===== src/pmc_pkg.sv =====
// constants for the power management clock control block
// assumes a 16-bit register port with a 4-bit word address
package pmc_pkg;
   localparam int          PMC_AW          = 4;
   localparam int          PMC_DW          = 16;
   localparam int          PMC_NMOD_DEF    = 8;
   localparam int          PMC_NMOD_MAX    = 16;
   localparam int          PMC_DIV_W       = 7;

   // register word addresses
   localparam logic [3:0]  PMC_A_CLOCK_DIVIDER_REG    = 4'h0;
   localparam logic [3:0]  PMC_A_WAKECTL   = 4'h1;
   localparam logic [3:0]  PMC_A_MODGATE   = 4'h2;
   localparam logic [3:0]  PMC_A_MODEN     = 4'h3;
   localparam logic [3:0]  PMC_A_MODIDLE   = 4'h4;
   localparam logic [3:0]  PMC_A_IRQSTAT   = 4'h5;
   localparam logic [3:0]  PMC_A_IRQMASK   = 4'h6;
   localparam logic [3:0]  PMC_A_STATE     = 4'h7;

   // clock_divider_reg fields
   localparam int          PMC_B_ROI       = 15;
   localparam int          PMC_B_RATIO_HI  = 14;
   localparam int          PMC_B_RATIO_LO  = 12;
   localparam int          PMC_B_SLOW      = 11;
   localparam logic [15:0] PMC_CLOCK_DIVIDER_REG_MASK = 16'hf800;
   localparam logic [15:0] PMC_CLOCK_DIVIDER_REG_RST  = 16'h0000;

   // wakeup_detector_control fields
   localparam int          PMC_B_WEN       = 15;
   localparam int          PMC_B_WHALT     = 13;
   localparam int          PMC_B_WSINK     = 8;
   localparam logic [15:0] PMC_WAKECTL_MASK = 16'ha100;
   localparam logic [15:0] PMC_WAKECTL_RST = 16'h0000;

   // interrupt status / mask bits
   localparam int          PMC_B_IRQ_WAKE  = 0;
   localparam int          PMC_B_IRQ_ROI   = 1;
   localparam logic [1:0]  PMC_IRQ_RST     = 2'h0;

   // state register bits
   localparam int          PMC_B_ST_SLOW   = 0;
   localparam int          PMC_B_ST_DET    = 1;
   localparam int          PMC_B_ST_SINK   = 2;

   // wake detector states, gray along off -> armed -> fired
   typedef enum logic [1:0] {
      PMC_W_OFF   = 2'h0,
      PMC_W_ARMED = 2'h1,
      PMC_W_FIRED = 2'h3
   } pmc_wstate_t;
endpackage


===== src/pmc_mod_gate.sv =====
// clock and function gating for one peripheral module
// assumes idle_mode is a level from the core, synchronous to clk
`timescale 1ns/10ps
module pmc_mod_gate (
   input  wire logic clk,
   input  wire logic arst_n,
   input  wire logic clock_disable,
   input  wire logic function_enable,
   input  wire logic halt_in_idle,
   input  wire logic idle_mode,
   output logic      clk_en,
   output logic      run,
   output logic      reg_access
);
   wire next_clk_en = !clock_disable && !(idle_mode && halt_in_idle);
   wire next_run    = next_clk_en && function_enable;

   always_ff @(posedge clk or negedge arst_n) begin
      if (!arst_n) begin
         clk_en     <= 1'b0;
         run        <= 1'b0;
         reg_access <= 1'b0;
      end else begin
         clk_en     <= next_clk_en;
         run        <= next_run;
         reg_access <= !clock_disable;
      end
   end
endmodule


===== src/pmc_top.sv =====
// doze divider, module gating and slow-discharge wake detector
// assumes a one-cycle strobe register port; all inputs synchronous to clk
`timescale 1ns/10ps
module pmc_top
   import pmc_pkg::*;
#(
   parameter int NMOD = PMC_NMOD_DEF
) (
   input  wire logic              clk,
   input  wire logic              arst_n,
   input  wire logic [PMC_AW-1:0] addr,
   input  wire logic [PMC_DW-1:0] wdata,
   input  wire logic              wr_stb,
   input  wire logic              rd_stb,
   output logic      [PMC_DW-1:0] rdata,
   input  wire logic              irq_req,
   input  wire logic              idle_mode,
   input  wire logic              sleep_mode,
   input  wire logic              wake_sense_pin,
   output logic                   cpu_clk_en,
   output logic      [NMOD-1:0]   mod_clk_en,
   output logic      [NMOD-1:0]   mod_run,
   output logic      [NMOD-1:0]   mod_reg_access,
   output logic                   wake_req,
   output logic                   discharge_sink_on,
   output logic                   detector_active,
   output logic                   irq
);
   generate
      if (NMOD < 1 || NMOD > PMC_NMOD_MAX) begin : g_bad
         $error("pmc_top: NMOD out of range");
      end
   endgenerate

   logic [15:0]          clock_divider_reg;
   logic [15:0]          wakeup_detector_control;
   logic [NMOD-1:0]      module_clock_gating;
   logic [NMOD-1:0]      module_function_enable;
   logic [NMOD-1:0]      module_halt_in_idle;
   logic [1:0]           irq_status;
   logic [1:0]           irq_mask;
   logic [PMC_DIV_W-1:0] div_cnt;
   pmc_wstate_t          wstate;
   pmc_wstate_t          next_wstate;

   // address decode
   wire wr_clock_divider_reg  = wr_stb && (addr == PMC_A_CLOCK_DIVIDER_REG);
   wire wr_wakectl = wr_stb && (addr == PMC_A_WAKECTL);
   wire wr_modgate = wr_stb && (addr == PMC_A_MODGATE);
   wire wr_moden   = wr_stb && (addr == PMC_A_MODEN);
   wire wr_modidle = wr_stb && (addr == PMC_A_MODIDLE);
   wire wr_irqstat = wr_stb && (addr == PMC_A_IRQSTAT);
   wire wr_irqmask = wr_stb && (addr == PMC_A_IRQMASK);

   // control fields
   wire       full_speed_on_irq          = clock_divider_reg[PMC_B_ROI];
   wire [2:0] doze_ratio                 = clock_divider_reg[PMC_B_RATIO_HI:PMC_B_RATIO_LO];
   wire       slow_cpu_enable            = clock_divider_reg[PMC_B_SLOW];
   wire       wake_detector_enable       = wakeup_detector_control[PMC_B_WEN];
   wire       wake_detector_halt_in_idle = wakeup_detector_control[PMC_B_WHALT];
   wire       discharge_sink_enable      = wakeup_detector_control[PMC_B_WSINK];

   // doze divider: one counter on clk divides only the cpu enable; peripheral enables never use it
   wire                 roi_exit    = full_speed_on_irq && irq_req && slow_cpu_enable;
   wire [PMC_DIV_W-1:0] ratio_mask  = (7'h01 << doze_ratio) - 7'h01;
   wire                 div_wrap    = (div_cnt == ratio_mask);
   wire                 slow_now    = slow_cpu_enable && !roi_exit;
   wire [PMC_DIV_W-1:0] next_div    = (!slow_now || div_wrap) ? 7'h00 : div_cnt + 7'h01;
   wire                 next_cpu_en = !slow_now || div_wrap;

   // clock divider register; an interrupt exit beats a software write
   wire [15:0] clock_divider_reg_wr = wr_clock_divider_reg ? (wdata & PMC_CLOCK_DIVIDER_REG_MASK) : clock_divider_reg;
   wire [15:0] next_clock_divider_reg = roi_exit ? (clock_divider_reg_wr & ~(16'h0001 << PMC_B_SLOW)) : clock_divider_reg_wr;

   always_ff @(posedge clk or negedge arst_n) begin
      if (!arst_n) begin
         clock_divider_reg <= PMC_CLOCK_DIVIDER_REG_RST;
         div_cnt           <= 7'h00;
         cpu_clk_en        <= 1'b0;
      end else begin
         clock_divider_reg <= next_clock_divider_reg;
         div_cnt           <= next_div;
         cpu_clk_en        <= next_cpu_en;
      end
   end

   // module gating control registers
   always_ff @(posedge clk or negedge arst_n) begin
      if (!arst_n) begin
         module_clock_gating    <= '0;
         module_function_enable <= '0;
         module_halt_in_idle    <= '0;
      end else begin
         if (wr_modgate) module_clock_gating    <= wdata[NMOD-1:0];
         if (wr_moden)   module_function_enable <= wdata[NMOD-1:0];
         if (wr_modidle) module_halt_in_idle    <= wdata[NMOD-1:0];
      end
   end

   // peripheral clocks ignore doze entirely
   genvar gi;
   generate
      for (gi = 0; gi < NMOD; gi++) begin : g_mod
         pmc_mod_gate u_gate (
            .clk             (clk),
            .arst_n          (arst_n),
            .clock_disable   (module_clock_gating[gi]),
            .function_enable (module_function_enable[gi]),
            .halt_in_idle    (module_halt_in_idle[gi]),
            .idle_mode       (idle_mode),
            .clk_en          (mod_clk_en[gi]),
            .run             (mod_run[gi]),
            .reg_access      (mod_reg_access[gi])
         );
      end
   endgenerate

   // wake detector control; only implemented bits stored
   always_ff @(posedge clk or negedge arst_n) begin
      if (!arst_n) begin
         wakeup_detector_control <= PMC_WAKECTL_RST;
      end else if (wr_wakectl) begin
         wakeup_detector_control <= wdata & PMC_WAKECTL_MASK;
      end
   end

   // pin is a synchronous digital level; low means below input-low threshold
   wire det_live  = wake_detector_enable && !(idle_mode && wake_detector_halt_in_idle);
   wire wake_hit  = (wstate == PMC_W_ARMED) && det_live && sleep_mode && !wake_sense_pin;
   wire next_sink = discharge_sink_enable;

   // fired waits for sleep to end so one discharge gives one wakeup
   always_comb begin
      next_wstate = wstate;
      case (wstate)
         PMC_W_OFF: begin
            if (wake_detector_enable) next_wstate = PMC_W_ARMED;
         end
         PMC_W_ARMED: begin
            if (!wake_detector_enable) next_wstate = PMC_W_OFF;
            else if (wake_hit)         next_wstate = PMC_W_FIRED;
         end
         PMC_W_FIRED: begin
            if (!wake_detector_enable) next_wstate = PMC_W_OFF;
            else if (!sleep_mode)      next_wstate = PMC_W_ARMED;
         end
         default: next_wstate = PMC_W_OFF;
      endcase
   end

   always_ff @(posedge clk or negedge arst_n) begin
      if (!arst_n) begin
         wstate            <= PMC_W_OFF;
         wake_req          <= 1'b0;
         discharge_sink_on <= 1'b0;
         detector_active   <= 1'b0;
      end else begin
         wstate            <= next_wstate;
         wake_req          <= wake_hit;
         discharge_sink_on <= next_sink;
         detector_active   <= det_live;
      end
   end

   // sticky status, write one to clear; a new event wins over the clear
   wire [1:0] irq_set   = {roi_exit, wake_hit};
   wire [1:0] irq_clr   = wr_irqstat ? wdata[1:0] : 2'h0;
   wire [1:0] next_stat = (irq_status & ~irq_clr) | irq_set;
   wire       next_irq  = |(next_stat & irq_mask);

   always_ff @(posedge clk or negedge arst_n) begin
      if (!arst_n) begin
         irq_status <= PMC_IRQ_RST;
         irq_mask   <= PMC_IRQ_RST;
         irq        <= 1'b0;
      end else begin
         irq_status <= next_stat;
         if (wr_irqmask) irq_mask <= wdata[1:0];
         irq        <= next_irq;
      end
   end

   // read mux; unmapped addresses read zero
   logic [15:0] rd_mux;
   always_comb begin
      rd_mux = 16'h0000;
      case (addr)
         PMC_A_CLOCK_DIVIDER_REG:  rd_mux = clock_divider_reg;
         PMC_A_WAKECTL: rd_mux = wakeup_detector_control & PMC_WAKECTL_MASK;
         PMC_A_MODGATE: rd_mux[NMOD-1:0] = module_clock_gating;
         PMC_A_MODEN:   rd_mux[NMOD-1:0] = module_function_enable;
         PMC_A_MODIDLE: rd_mux[NMOD-1:0] = module_halt_in_idle;
         PMC_A_IRQSTAT: rd_mux[1:0] = irq_status;
         PMC_A_IRQMASK: rd_mux[1:0] = irq_mask;
         PMC_A_STATE: begin
            rd_mux[PMC_B_ST_SLOW] = slow_cpu_enable;
            rd_mux[PMC_B_ST_DET]  = detector_active;
            rd_mux[PMC_B_ST_SINK] = discharge_sink_on;
         end
         default: rd_mux = 16'h0000;
      endcase
   end

   // data stand only in the cycle after the strobe
   always_ff @(posedge clk or negedge arst_n) begin
      if (!arst_n) begin
         rdata <= 16'h0000;
      end else begin
         rdata <= rd_stb ? rd_mux : 16'h0000;
      end
   end

   // the charge / sleep sequence is software's job; detector needs enable first

   a_full_rate: assert property (@(posedge clk) disable iff (!arst_n)
      !slow_cpu_enable |=> cpu_clk_en)
      else $error("cpu enable not every cycle at full rate");

   a_doze_gap: assert property (@(posedge clk) disable iff (!arst_n)
      (slow_cpu_enable && !roi_exit && doze_ratio == 3'h1 && cpu_clk_en
       && $stable(clock_divider_reg)) |=> !cpu_clk_en)
      else $error("doze ratio two gave back to back cpu enables");

   a_periph_full: assert property (@(posedge clk) disable iff (!arst_n)
      (slow_cpu_enable && !module_clock_gating[0] && !idle_mode) |=> mod_clk_en[0])
      else $error("peripheral clock slowed by doze");

   a_roi_exit: assert property (@(posedge clk) disable iff (!arst_n)
      roi_exit |=> (!slow_cpu_enable && irq_status[PMC_B_IRQ_ROI]) ##1 cpu_clk_en)
      else $error("interrupt did not restore full speed");

   a_roi_off: assert property (@(posedge clk) disable iff (!arst_n)
      (!full_speed_on_irq && irq_req && slow_cpu_enable && !wr_clock_divider_reg) |=> slow_cpu_enable)
      else $error("interrupt left doze with return disabled");

   a_regs_gated: assert property (@(posedge clk) disable iff (!arst_n)
      module_clock_gating[0] |=> (!mod_reg_access[0] && !mod_clk_en[0] && !mod_run[0]))
      else $error("disabled module still clocked or reachable");

   a_idle_halt: assert property (@(posedge clk) disable iff (!arst_n)
      idle_mode |=> ((mod_clk_en & $past(module_halt_in_idle)) == '0))
      else $error("module kept running in idle while halted");

   a_wake_flag: assert property (@(posedge clk) disable iff (!arst_n)
      wake_hit |=> (wake_req && irq_status[PMC_B_IRQ_WAKE]))
      else $error("wakeup did not set flag");

   a_sink_follow: assert property (@(posedge clk) disable iff (!arst_n)
      (wr_wakectl && wdata[PMC_B_WSINK]) |-> ##2 discharge_sink_on)
      else $error("sink not on after write");

   a_reserved_zero: assert property (@(posedge clk) disable iff (!arst_n)
      (rd_stb && addr == PMC_A_WAKECTL) |=> ((rdata & ~PMC_WAKECTL_MASK) == 16'h0000))
      else $error("unimplemented wake control bit read nonzero");

   a_det_idle: assert property (@(posedge clk) disable iff (!arst_n)
      (idle_mode && wake_detector_halt_in_idle) |=> !detector_active)
      else $error("detector active in idle while halted");
endmodule


===== config.mk =====
export PLATFORM = sky130hd
export DESIGN_NAME = pmc_top
export DESIGN_NICKNAME = d
export VERILOG_FILES = /design/src/pmc_pkg.sv /design/src/pmc_mod_gate.sv /design/src/pmc_top.sv
export SDC_FILE = /design/constraint.sdc
export NUM_CORES = 1
export LEC_CHECK = 0
export BUFFER_PORTS_ARGS = -buffer_cell sky130_fd_sc_hd__buf_2
export CAP_MARGIN = 10
export CORE_ASPECT_RATIO = 1.4
export CORE_MARGIN = 10
export CORE_UTILIZATION = 59
export CTS_CLUSTER_DIAMETER = 40
export CTS_CLUSTER_SIZE = 40
export DETAILED_ROUTE_END_ITERATION = 8
export PLACE_DENSITY = 0.91
export SLEW_MARGIN = 20
export SYNTH_ARGS = -nofsm -noshare
export SYNTH_HDL_FRONTEND = slang
export SYNTH_SLANG_ARGS = --single-unit

===== constraint.sdc =====
create_clock -name clk -period 6.8 [get_ports clk]
set_input_delay 0 -clock clk [delete_from_list [all_inputs] [get_ports clk]]
set_output_delay 0 -clock clk [all_outputs]
set_load 0.05 [all_outputs]

==> results of run 1 <==
-- layout make-up --
cell class | instances | area [sq um] | share of cell area
sequential | 88 | 2200 | 0.496
inverter | 12 | 45.0 | 0.0101
antenna | 1 | 2.50 | 0.000564
multi-input combinational | 192 | 1330 | 0.299
clock inverter | 7 | 95.1 | 0.0214
clock buffer | 9 | 124 | 0.0279
tap | 72 | 90.1 | 0.0203
timing repair buffer | 89 | 554 | 0.125
-- worst max-delay path: cells and delay by family, from the launching register on --
kind | cells | cell delay, ns
and+or+nand+nor | 3 | 0.88
DFF | 1 | 0.51
AOI/OAI and AO/OA | 3 | 0.81
adders and majority gates | 1 | 0.30
-- repair_timing --
action                                 4_1_cts  5_1_grt
endpoints found under the hold margin      127        0
hold buffers                                20        0
resized for setup                            0        0
-- report_power, final --
part	internal [mW]	total (mW)	switching, mW	leakage [nW]
logic	0.137	0.418	0.281	0.909
registers	0.621	0.690	0.0695	1.11
clock network	0.207	0.391	0.184	0.110
total	0.965	1.50	0.534	2.13
-- synth_stat cells (6+ instances only) --
cell type	instances
xnor2_1	7
nand2_1	25
nor2_1	20
a22o_1	6
clkbuf_1	9
dfrtp_1	88
a21oi_1	13
mux2i_1	7
buf_4	26
a22oi_1	6
and2_1	10
o21ai_0	13
mux2_2	27
nor3_1	9
inv_1	12
-- logic make-up after synthesis --
family / Yosys count / share of synthesized area
AOI/OAI and AO/OA: 53 / 0.0950
xor gates and xnor gates: 9 / 0.0206
adders and majority gates: 2 / 0.00655
buffers and inverters: 50 / 0.0770
DFF: 88 / 0.576
muxes: 34 / 0.0979
other: 1 / 0.000982
and+or+nand+nor: 92 / 0.125
-- stage by stage --
| stage | total power [mW] | hold WS (ns) | util | instances | area, sq um |
|---|---|---|---|---|---|
| finish | 1.50 | 0.0203 | 0.710 | 470 | 4440 |
| global route | 1.57 | 0.0201 | 0.710 | 469 | 4440 |
| CTS | 1.50 | 0.000265 | 0.709 | 469 | 4430 |
| detailed placement | 1.10 | 0.203 | 0.642 | 433 | 4020 |
| global placement | 1.08 | 0.197 | 0.642 | 433 | 4020 |
| floorplan | 1.04 | -0.296 | - | 330 | 3820 |
-- worst paths after layout --
check	endpoint	slack (ns)	cells past startpoint
worst max register to register	div_cnt[2]$_DFF_PN0_	4.18	7
worst min-delay path	g_mod[2].u_gate.clk_en$_DFF_PN0_	0.02	2
worst min register to register	discharge_sink_on$_DFF_PN0_	0.43	0
min in group asynchronous	module_function_enable[2]$_DFFE_PN0P_	0.27	2
worst max-delay path	div_cnt[2]$_DFF_PN0_	4.18	7
max in group asynchronous	clock_divider_reg[13]$_DFFE_PN0P_	6.05	2
-- layer usage --
layer  vias up  global-route usage  share of wire
li1       1224                   -              -
met1      1340               0.199           0.36
met2       114               0.307           0.53
met3        25              0.0602          0.074
met4         2              0.0906          0.028
met5         -                   0        0.00079
==> impl_metrics.tcl, run 1 <==
set metrics [dict create \
    status "finished, final reports clean" \
    dieArea_sq_mm 0.0101 \
    syn_inst 329 \
    cpPeakStageDelay_ns 0.51 \
    path_clk_slew_ns 0.09 \
    fin_crit_sh 0.385 \
    fp.dieW_um 88.0 \
    grtUsageTotal 0.182 \
    fill_cells 416 \
    cts_inserted_buffers 9 \
    endpoint_kind "flip-flop" \
    synth_cell_types 49 \
    async_flop_share 1.00 \
    slew_viol_final 0 \
    hold_viol 0 \
    synthToLayoutAreaGrowth_pct 16.2 \
    largest_reg_flops 14 \
    synth_area_sq_mm 0.00382 \
    vias 2705 \
    cap_violations 0 \
    hpwl_um 5810 \
    ys_seq_elements 88 \
    setup_viol 0 \
    layout_commonest_cell "dfrtp_1" \
    critPathLaunch "clock_divider_reg[13]$_DFFE_PN0P_" \
    clkSinkCount 88 \
    required_ns 7.03 \
    layout_setup_ws_ns 4.18 \
    coreArea_sq_mm 0.00625 \
    ys_seq_area_frac 0.576 \
    tritoncts "built" \
    rr_startpoint "clock_divider_reg[13]$_DFFE_PN0P_" \
    worstPathCellList "or3_4 -> ha_1 -> or3_1 -> a21boi_0 -> o21ai_0 -> a221oi_4 -> nor3_1" \
    fp.dieH_um 115 \
    irDropWorstVdd_mv 0.201 \
    power_density_mw_per_mm2 338 \
    grt_max_degree 89 \
    fin_setup_tns_ns 0 \
    maxSlewHeadroom 0.486 \
    post_drt_wl_per_cell_um 18.9 \
    grt_pass1_vias 2786 \
    final_cell_mix "dfrtp_1 (88), buf_2 (67), mux2_2 (27), nand2_1 (25)" \
    cts_max_level 3 \
    ys.flop_type "dfrtp_1" \
    critical-path-slowest-cell "dfrtp_1" \
    drt_wl_total_um 8900 \
    regMostFlops "rdata" \
    synth_largest_area_cell "dfrtp_1" \
    start_util 0.611 \
    crit_fanout 12 \
    rsz0062_at_grt "false" \
    arrival_ns 2.85 \
    holdCritStartpoint "idle_mode" \
    route.detailed.drc 0 \
    routed_via_density 5.76 \
    worstSetupStartpointType "flip-flop" \
    io_pins 73 \
    pre_cts_slack_ns 4.19 \
    fmax_mhz 382 \
    antenna_found_initial 1 \
    yosys_warnings 0 \
    p_leak_nw 2.13 \
    gr-total-overflow 0 \
    final_layout_size_suffix_gt1_frac 0.300 \
    nets 422 \
    skew_ns 0.00791 \
    synth_edf_count 0 \
    dr.pass1.iters 5 \
    syn_area_per_cell_sq_um 11.6 \
    synth_top_area_frac 0.576 \
    synthTopCellsByArea "dfrtp_1 (58%), mux2_2 (8.0%), buf_4 (5.1%)" \
    root_buffer "clkbuf_8" \
    dr.first_iter.drc_count 238 \
    fp-row-count 34 \
    place.gp.congestion 0.887 \
    grt_pass1_wl_um 14300 \
    post-cts-setup-buffers 0 \
    drtAntennaViolNets 0 \
    cts_buffer_depth 2 \
    clkLatencyLatePin_ns 0.36 \
    tightestPinTransition_ns 0.761 \
    crit_type "flip-flop to flip-flop" \
    port_buffers 68 \
    min_period_ns 2.62 \
    hold_class "primary input to flip-flop" \
]
No activity file was read; power rests on OpenSTA's default activity.
==> run 2: changes to the inputs <==
--- a/config.mk
+++ b/config.mk
@@ -5,15 +5,16 @@
 export SDC_FILE = /design/constraint.sdc
 export NUM_CORES = 1
 export LEC_CHECK = 0
+export ABC_AREA = 1
 export BUFFER_PORTS_ARGS = -buffer_cell sky130_fd_sc_hd__buf_2
 export CAP_MARGIN = 10
 export CORE_ASPECT_RATIO = 1.4
 export CORE_MARGIN = 10
-export CORE_UTILIZATION = 59
+export CORE_UTILIZATION = 50
 export CTS_CLUSTER_DIAMETER = 40
 export CTS_CLUSTER_SIZE = 40
 export DETAILED_ROUTE_END_ITERATION = 8
-export PLACE_DENSITY = 0.91
+export PLACE_DENSITY = 0.83
 export SLEW_MARGIN = 20
 export SYNTH_ARGS = -nofsm -noshare
 export SYNTH_HDL_FRONTEND = slang
==> constraint.sdc (replaced) <==
create_clock -name clk -period 2.2 [get_ports clk]
set_input_delay 0 -clock clk [delete_from_list [all_inputs] [get_ports clk]]
set_output_delay 0 -clock clk [all_outputs]
set_load 0.05 [all_outputs]
==> impl_metrics.tcl, run 2 <==
set metrics [dict create \
    status "finished, final reports clean" \
    postPlaceCellArea_sq_mm 0.00410 \
    grt_pass1_vias 3011 \
    root_buffer "clkbuf_8" \
    fin_cells 574 \
    final_layout_size_suffix_gt1_frac 0.259 \
    ys_seq_area_frac 0.567 \
    fmax_mhz 540 \
    post_drt_wl_per_cell_um 14.6 \
    layout_commonest_cell "nand2_1" \
    route.detailed.drc 0 \
    clkPwrFrac 0.262 \
    required_ns 2.44 \
    synthTopCellsByCount "nand2_1 (92), dfrtp_1 (88), inv_1 (47), buf_4 (27), nor2_1 (25)" \
    power.share.combinational 0.270 \
    worstSetupStartpointType "flip-flop" \
    drt_wl_total_um 8400 \
    dpl.cell_count 538 \
    place.gp.congestion 0.855 \
    irDropWorstVdd_mv 0.521 \
    hold_viol 0 \
    async_flop_share 1.00 \
    synth_area_sq_mm 0.00388 \
    syn_area_per_cell_sq_um 9.66 \
    net-switching-power_mw 1.56 \
    cts_max_level 3 \
    rsz0062_at_grt "false" \
    post-cts-setup-buffers 0 \
    port_buffers 68 \
    final_cell_mix "nand2_1 (92), dfrtp_1 (88), buf_2 (67), inv_1 (47), nor2_1 (25)" \
    seqPwrFrac 0.468 \
    crit_fanout 8 \
    tritoncts "built" \
    io_pins 73 \
    dieArea_sq_mm 0.0117 \
    synth_largest_area_cell "dfrtp_1" \
    ys_seq_elements 88 \
    drtAntennaViolNets 0 \
    cap_violations 0 \
    synthMostInstantiatedCell "nand2_1" \
    arrival_ns 2.09 \
    p_leak_nw 2.29 \
    hpwl_um 6060 \
    p_sw_frac 0.359 \
    syn_inst 402 \
    grtUsageTotal 0.151 \
    fin_setup_tns_ns 0 \
    start_util 0.507 \
    diodes 0 \
    cts_inserted_buffers 9 \
    fp.dieW_um 94.5 \
    nets 499 \
    grt_pass1_wl_um 14100 \
    fp-row-count 38 \
    antenna_found_initial 0 \
    regMostFlops "rdata" \
    largest_reg_flops 14 \
    coreArea_sq_mm 0.00765 \
    maxSlewHeadroom 0.498 \
    yosys_warnings 0 \
    dr.first_iter.drc_count 146 \
    vias 2828 \
    finalPower_mw 4.35 \
    synthToLayoutAreaGrowth_pct 16.3 \
    endpoint_kind "flip-flop" \
    reg2regPathDepth 12 \
    synth_cell_types 30 \
    synth_edf_count 0 \
    dr.pass1.iters 5 \
    min_period_ns 1.85 \
    synthTopCellsByArea "dfrtp_1 (57%), nand2_1 (8.9%), o21ai_2 (5.4%)" \
    final_area_sq_mm 0.00451 \
    routed_via_density 4.93 \
    fp.dieH_um 124 \
    clkSinkCount 88 \
    hold_depth 4 \
    cts_buffer_depth 2 \
    hold_class "primary input to flip-flop" \
    fin_hold_ws_ns 0.0432 \
    tightestPinTransition_ns 0.753 \
    clkLatencyLatePin_ns 0.36 \
    synth_top_area_frac 0.567 \
    slew_viol_final 0 \
    internal-power_mw 2.79 \
    setup_viol 0 \
    skew_ns 0.0104 \
    path_clk_slew_ns 0.08 \
    power_density_mw_per_mm2 965 \
    fin_crit_sh 0.842 \
    gr-total-overflow 0 \
    ys.flop_type "dfrtp_1" \
    grt_max_degree 89 \
    crit_type "flip-flop to flip-flop" \
]
[run 2: cell count changes in the layout (fill, tap and decap cells not counted), sizes merged, moves of 5 or more]
cell and delta:
nand3 +14, nor3 -7, nor2 +10, nand2 +72, a22oi -6, o21ai +23, mux2i -7, o211ai +5
mux2 -27, a22o -6, inv +38
[run 2: cell families (layout without fill, tap and decap cells)]
kind of cell / Yosys count / count (layout) / share of synthesized area
adder cells (fa/ha/maj): 2 / 2 / 0.00644
buffers and inverters: 84 / 155 / 0.114
other: 1 / 2 / 0.000966
flip-flops: 88 / 88 / 0.567
XOR/XNOR: 8 / 8 / 0.0180
AO/OA/AOI/OAI: 58 / 58 / 0.103
AND/OR/NAND/NOR: 161 / 161 / 0.190
[run 2: path summary, 6_finish.rpt]
path	from	endpoint	slack (ns)
max reg2reg	clock_divider_reg[13]$_DFFE_PN0P_	div_cnt[3]$_DFF_PN0_	0.35
min	addr[1]	rdata[8]$_DFF_PN0_	0.04
max in group asynchronous	arst_n	module_function_enable[6]$_DFFE_PN0P_	1.44
min reg2reg	wakeup_detector_control[8]$_DFFE_PN0P_	discharge_sink_on$_DFF_PN0_	0.41
min in group asynchronous	arst_n	rdata[5]$_DFF_PN0_	0.26
max	clock_divider_reg[13]$_DFFE_PN0P_	div_cnt[3]$_DFF_PN0_	0.35
[run 2: what timing repair did]
action	CTS	global route
gates resized for setup	0	0
endpoints found under the hold margin	131	0
hold buffers	20	0
[run 2: layout make-up]
type,instances,area (sq um)
fillers,658,3140
flip-flops and latches,88,2200
multi-input cells,231,1240
repair buffers,88,547
inverters,51,191
clock buffers,12,155
well taps,100,125
clock inverters,4,52.6
[run 2: power by group through the flow]
| stage | Clock (mW) | Combinational, mW | Sequential, mW |
|---|---|---|---|
| floorplan | 0 | 0.941 | 2.11 |
| global placement | 0 | 1.12 | 2.05 |
| detailed placement | 0 | 1.16 | 2.07 |
| CTS | 1.17 | 1.19 | 2.04 |
| global route | 1.24 | 1.28 | 2.07 |
| finish | 1.14 | 1.18 | 2.04 |
[run 2: critical path: stages, from the launching register on]
cell	delay, ns
dfrtp_1	0.48
nor2_4	0.17
nand2_1	0.08
ha_1	0.31
inv_1	0.04
nand2_1	0.06
nand2_1	0.05
nor2_1	0.09
nand3_1	0.08
nor2_1	0.12
nand3_2	0.09
nand2_4	0.12
nor2_1	0.06
[run 2: metrics by stage]
step | util | worst slack (ns)
5_1_grt | 0.590 | 0.168
3_3_place_gp | 0.536 | 0.418
6_report | 0.590 | 0.348
3_5_place_dp | 0.536 | 0.370
4_1_cts | 0.589 | 0.353
2_1_floorplan | - | 0.513
[run 2: layer usage]
metal / routed length [um] / GRT usage
met5: 0 / 0
met4: 243 / 0.0839
met3: 709 / 0.0519
met2: 4300 / 0.250
met1: 3150 / 0.161
==> run 3: changes to the inputs <==
--- a/config.mk
+++ b/config.mk
@@ -5,7 +5,7 @@
 export SDC_FILE = /design/constraint.sdc
 export NUM_CORES = 1
 export LEC_CHECK = 0
-export ABC_AREA = 1
+export ABC_AREA = 0
 export BUFFER_PORTS_ARGS = -buffer_cell sky130_fd_sc_hd__buf_2
 export CAP_MARGIN = 10
 export CORE_ASPECT_RATIO = 1.4
==> constraint.sdc (replaced) <==
create_clock -name clk -period 1.7 [get_ports clk]
set_input_delay 0 -clock clk [delete_from_list [all_inputs] [get_ports clk]]
set_output_delay 0 -clock clk [all_outputs]
set_load 0.05 [all_outputs]
==> impl_metrics.tcl, run 3 (synthesized netlist as in run 1, its figures left out) <==
set metrics [dict create \
    crit_fanout 8 \
    routed_via_density 5.28 \
    tightestPinTransition_ns 0.586 \
    hold_class "primary input to asynchronous set/reset pin" \
    cts_buffer_depth 2 \
    dr.first_iter.drc_count 126 \
    irDropWorstVdd_mv 0.704 \
    final_cell_mix "dfrtp_1 (88), buf_2 (67), mux2_2 (27), nand2_1 (24), dlygate4sd3_1 (20)" \
    nets 441 \
    min_period_ns 2.19 \
    fill_cells 566 \
    p_leak_nw 2.25 \
    post_drt_wl_per_cell_um 17.4 \
    grt_pass1_vias 2862 \
    dr.pass1.iters 4 \
    drtAntennaViolNets 0 \
    drt_wl_total_um 8900 \
    port_buffers 68 \
    root_buffer "clkbuf_8" \
    layout_setup_ws_ns -0.495 \
    worstSetupStartpointType "flip-flop" \
    layout_commonest_cell "dfrtp_1" \
    diodes 0 \
    antenna_found_initial 0 \
    grt_max_degree 44 \
    fp.dieW_um 93.9 \
    grt_pass1_wl_um 14300 \
    rsz0062_at_grt "true" \
    arrival_ns 2.43 \
    dpl.cell_count 474 \
    slew_viol_final 0 \
    regMostFlops "rdata" \
    io_pins 73 \
    coreArea_sq_mm 0.00741 \
    crit_type "flip-flop to flip-flop" \
    finalPower_mw 6.18 \
    grtUsageTotal 0.159 \
    dieArea_sq_mm 0.0116 \
    hpwl_um 6440 \
    endpoint_kind "flip-flop" \
    fin_cells 513 \
    maxSlewHeadroom 0.609 \
    hold_viol 0 \
    path_clk_slew_ns 0.08 \
    fin_crit_sh 1.29 \
    violations "negative setup slack" \
    final_layout_size_suffix_gt1_frac 0.363 \
    fp-row-count 37 \
    tritoncts "built" \
    gr-total-overflow 0 \
    fp.dieH_um 123 \
    place.gp.congestion 0.806 \
    clkLatencyLatePin_ns 0.35 \
    skew_ns 0.0109 \
    fmax_mhz 456 \
    required_ns 1.94 \
    start_util 0.516 \
    synthToLayoutAreaGrowth_pct 23.7 \
    vias 2708 \
    cts_max_level 3 \
    status "finished, violations left" \
    power_density_mw_per_mm2 1310 \
    largest_reg_flops 14 \
    cap_violations 0 \
    route.detailed.drc 0 \
    cts_inserted_buffers 9 \
    clkSinkCount 88 \
    setup_viol 8 \
]
[run 3: what timing repair did]
item,CTS,global route
resized for setup,13,5
hold endpoints to repair,128,0
hold buffers,20,0
pin swaps,7,0
endpoints found under the setup margin,8,13
setup buffers,5,0
[run 3: layout make-up]
cell class	count	area [sq um]	share of cell area
Sequential cell	88	2200	0.466
Clock inverter	4	51.3	0.0109
Inverter	12	45.0	0.00953
Multi-Input combinational cell	192	1420	0.301
Tap cell	97	121	0.0257
Timing Repair Buffer	108	717	0.152
Clock buffer	12	165	0.0349
[run 3: per-layer routing]
layer | global-route usage | vias to the layer above | wire [um]
li1 | - | 1255 | -
met1 | 0.173 | 1349 | 3400
met2 | 0.275 | 85 | 4670
met3 | 0.0467 | 19 | 603
met4 | 0.0762 | 0 | 226
met5 | 0 | - | 0
[run 3: worst max-delay path, stage by stage (launching register included)]
cell and delay [ns]:
dfrtp_1 0.40, or3_4 0.39, ha_4 0.20, xnor2_2 0.16
and4_1 0.25, o311ai_4 0.26, a221oi_4 0.05, buf_6 0.15
or2_1 0.22
[run 3: final timing paths]
| path | start | end | slack (ns) | cells after the start |
|---|---|---|---|---|
| setup / recovery | clock_divider_reg[13]$_DFFE_PN0P_ | cpu_clk_en$_DFF_PN0_ | -0.49 | 8 |
| hold / removal | arst_n | div_cnt[0]$_DFF_PN0_ | 0.10 | 2 |
| setup reg to reg | clock_divider_reg[13]$_DFFE_PN0P_ | cpu_clk_en$_DFF_PN0_ | -0.49 | 8 |
| hold reg to reg | wakeup_detector_control[8]$_DFFE_PN0P_ | discharge_sink_on$_DFF_PN0_ | 0.41 | 0 |
| max in group asynchronous | arst_n | rdata[8]$_DFF_PN0_ | 0.99 | 3 |
| min in group clk | rd_stb | rdata[2]$_DFF_PN0_ | 0.10 | 3 |
[run 3: power by group]
| group | switching [mW] | total [mW] | internal [mW] |
|---|---|---|---|
| registers | 0.229 | 2.71 | 2.48 |
| clock network | 0.697 | 1.50 | 0.799 |
| logic | 1.25 | 1.97 | 0.715 |
| total | 2.18 | 6.18 | 4.00 |
[run 3: metrics by stage]
step / setup TNS [ns] / instance area (sq um) / hold slack (ns) / util / setup slack (ns)
floorplan: -4.65 / 3850 / -0.296 / - / -0.590
global placement: -3.61 / 4190 / -0.0580 / 0.566 / -0.461
detailed placement: -4.96 / 4190 / -0.0548 / 0.566 / -0.632
CTS: -3.51 / 4690 / 0.0775 / 0.634 / -0.485
global route: -4.16 / 4730 / 0.112 / 0.638 / -0.545
finish: -3.74 / 4730 / 0.102 / 0.638 / -0.495
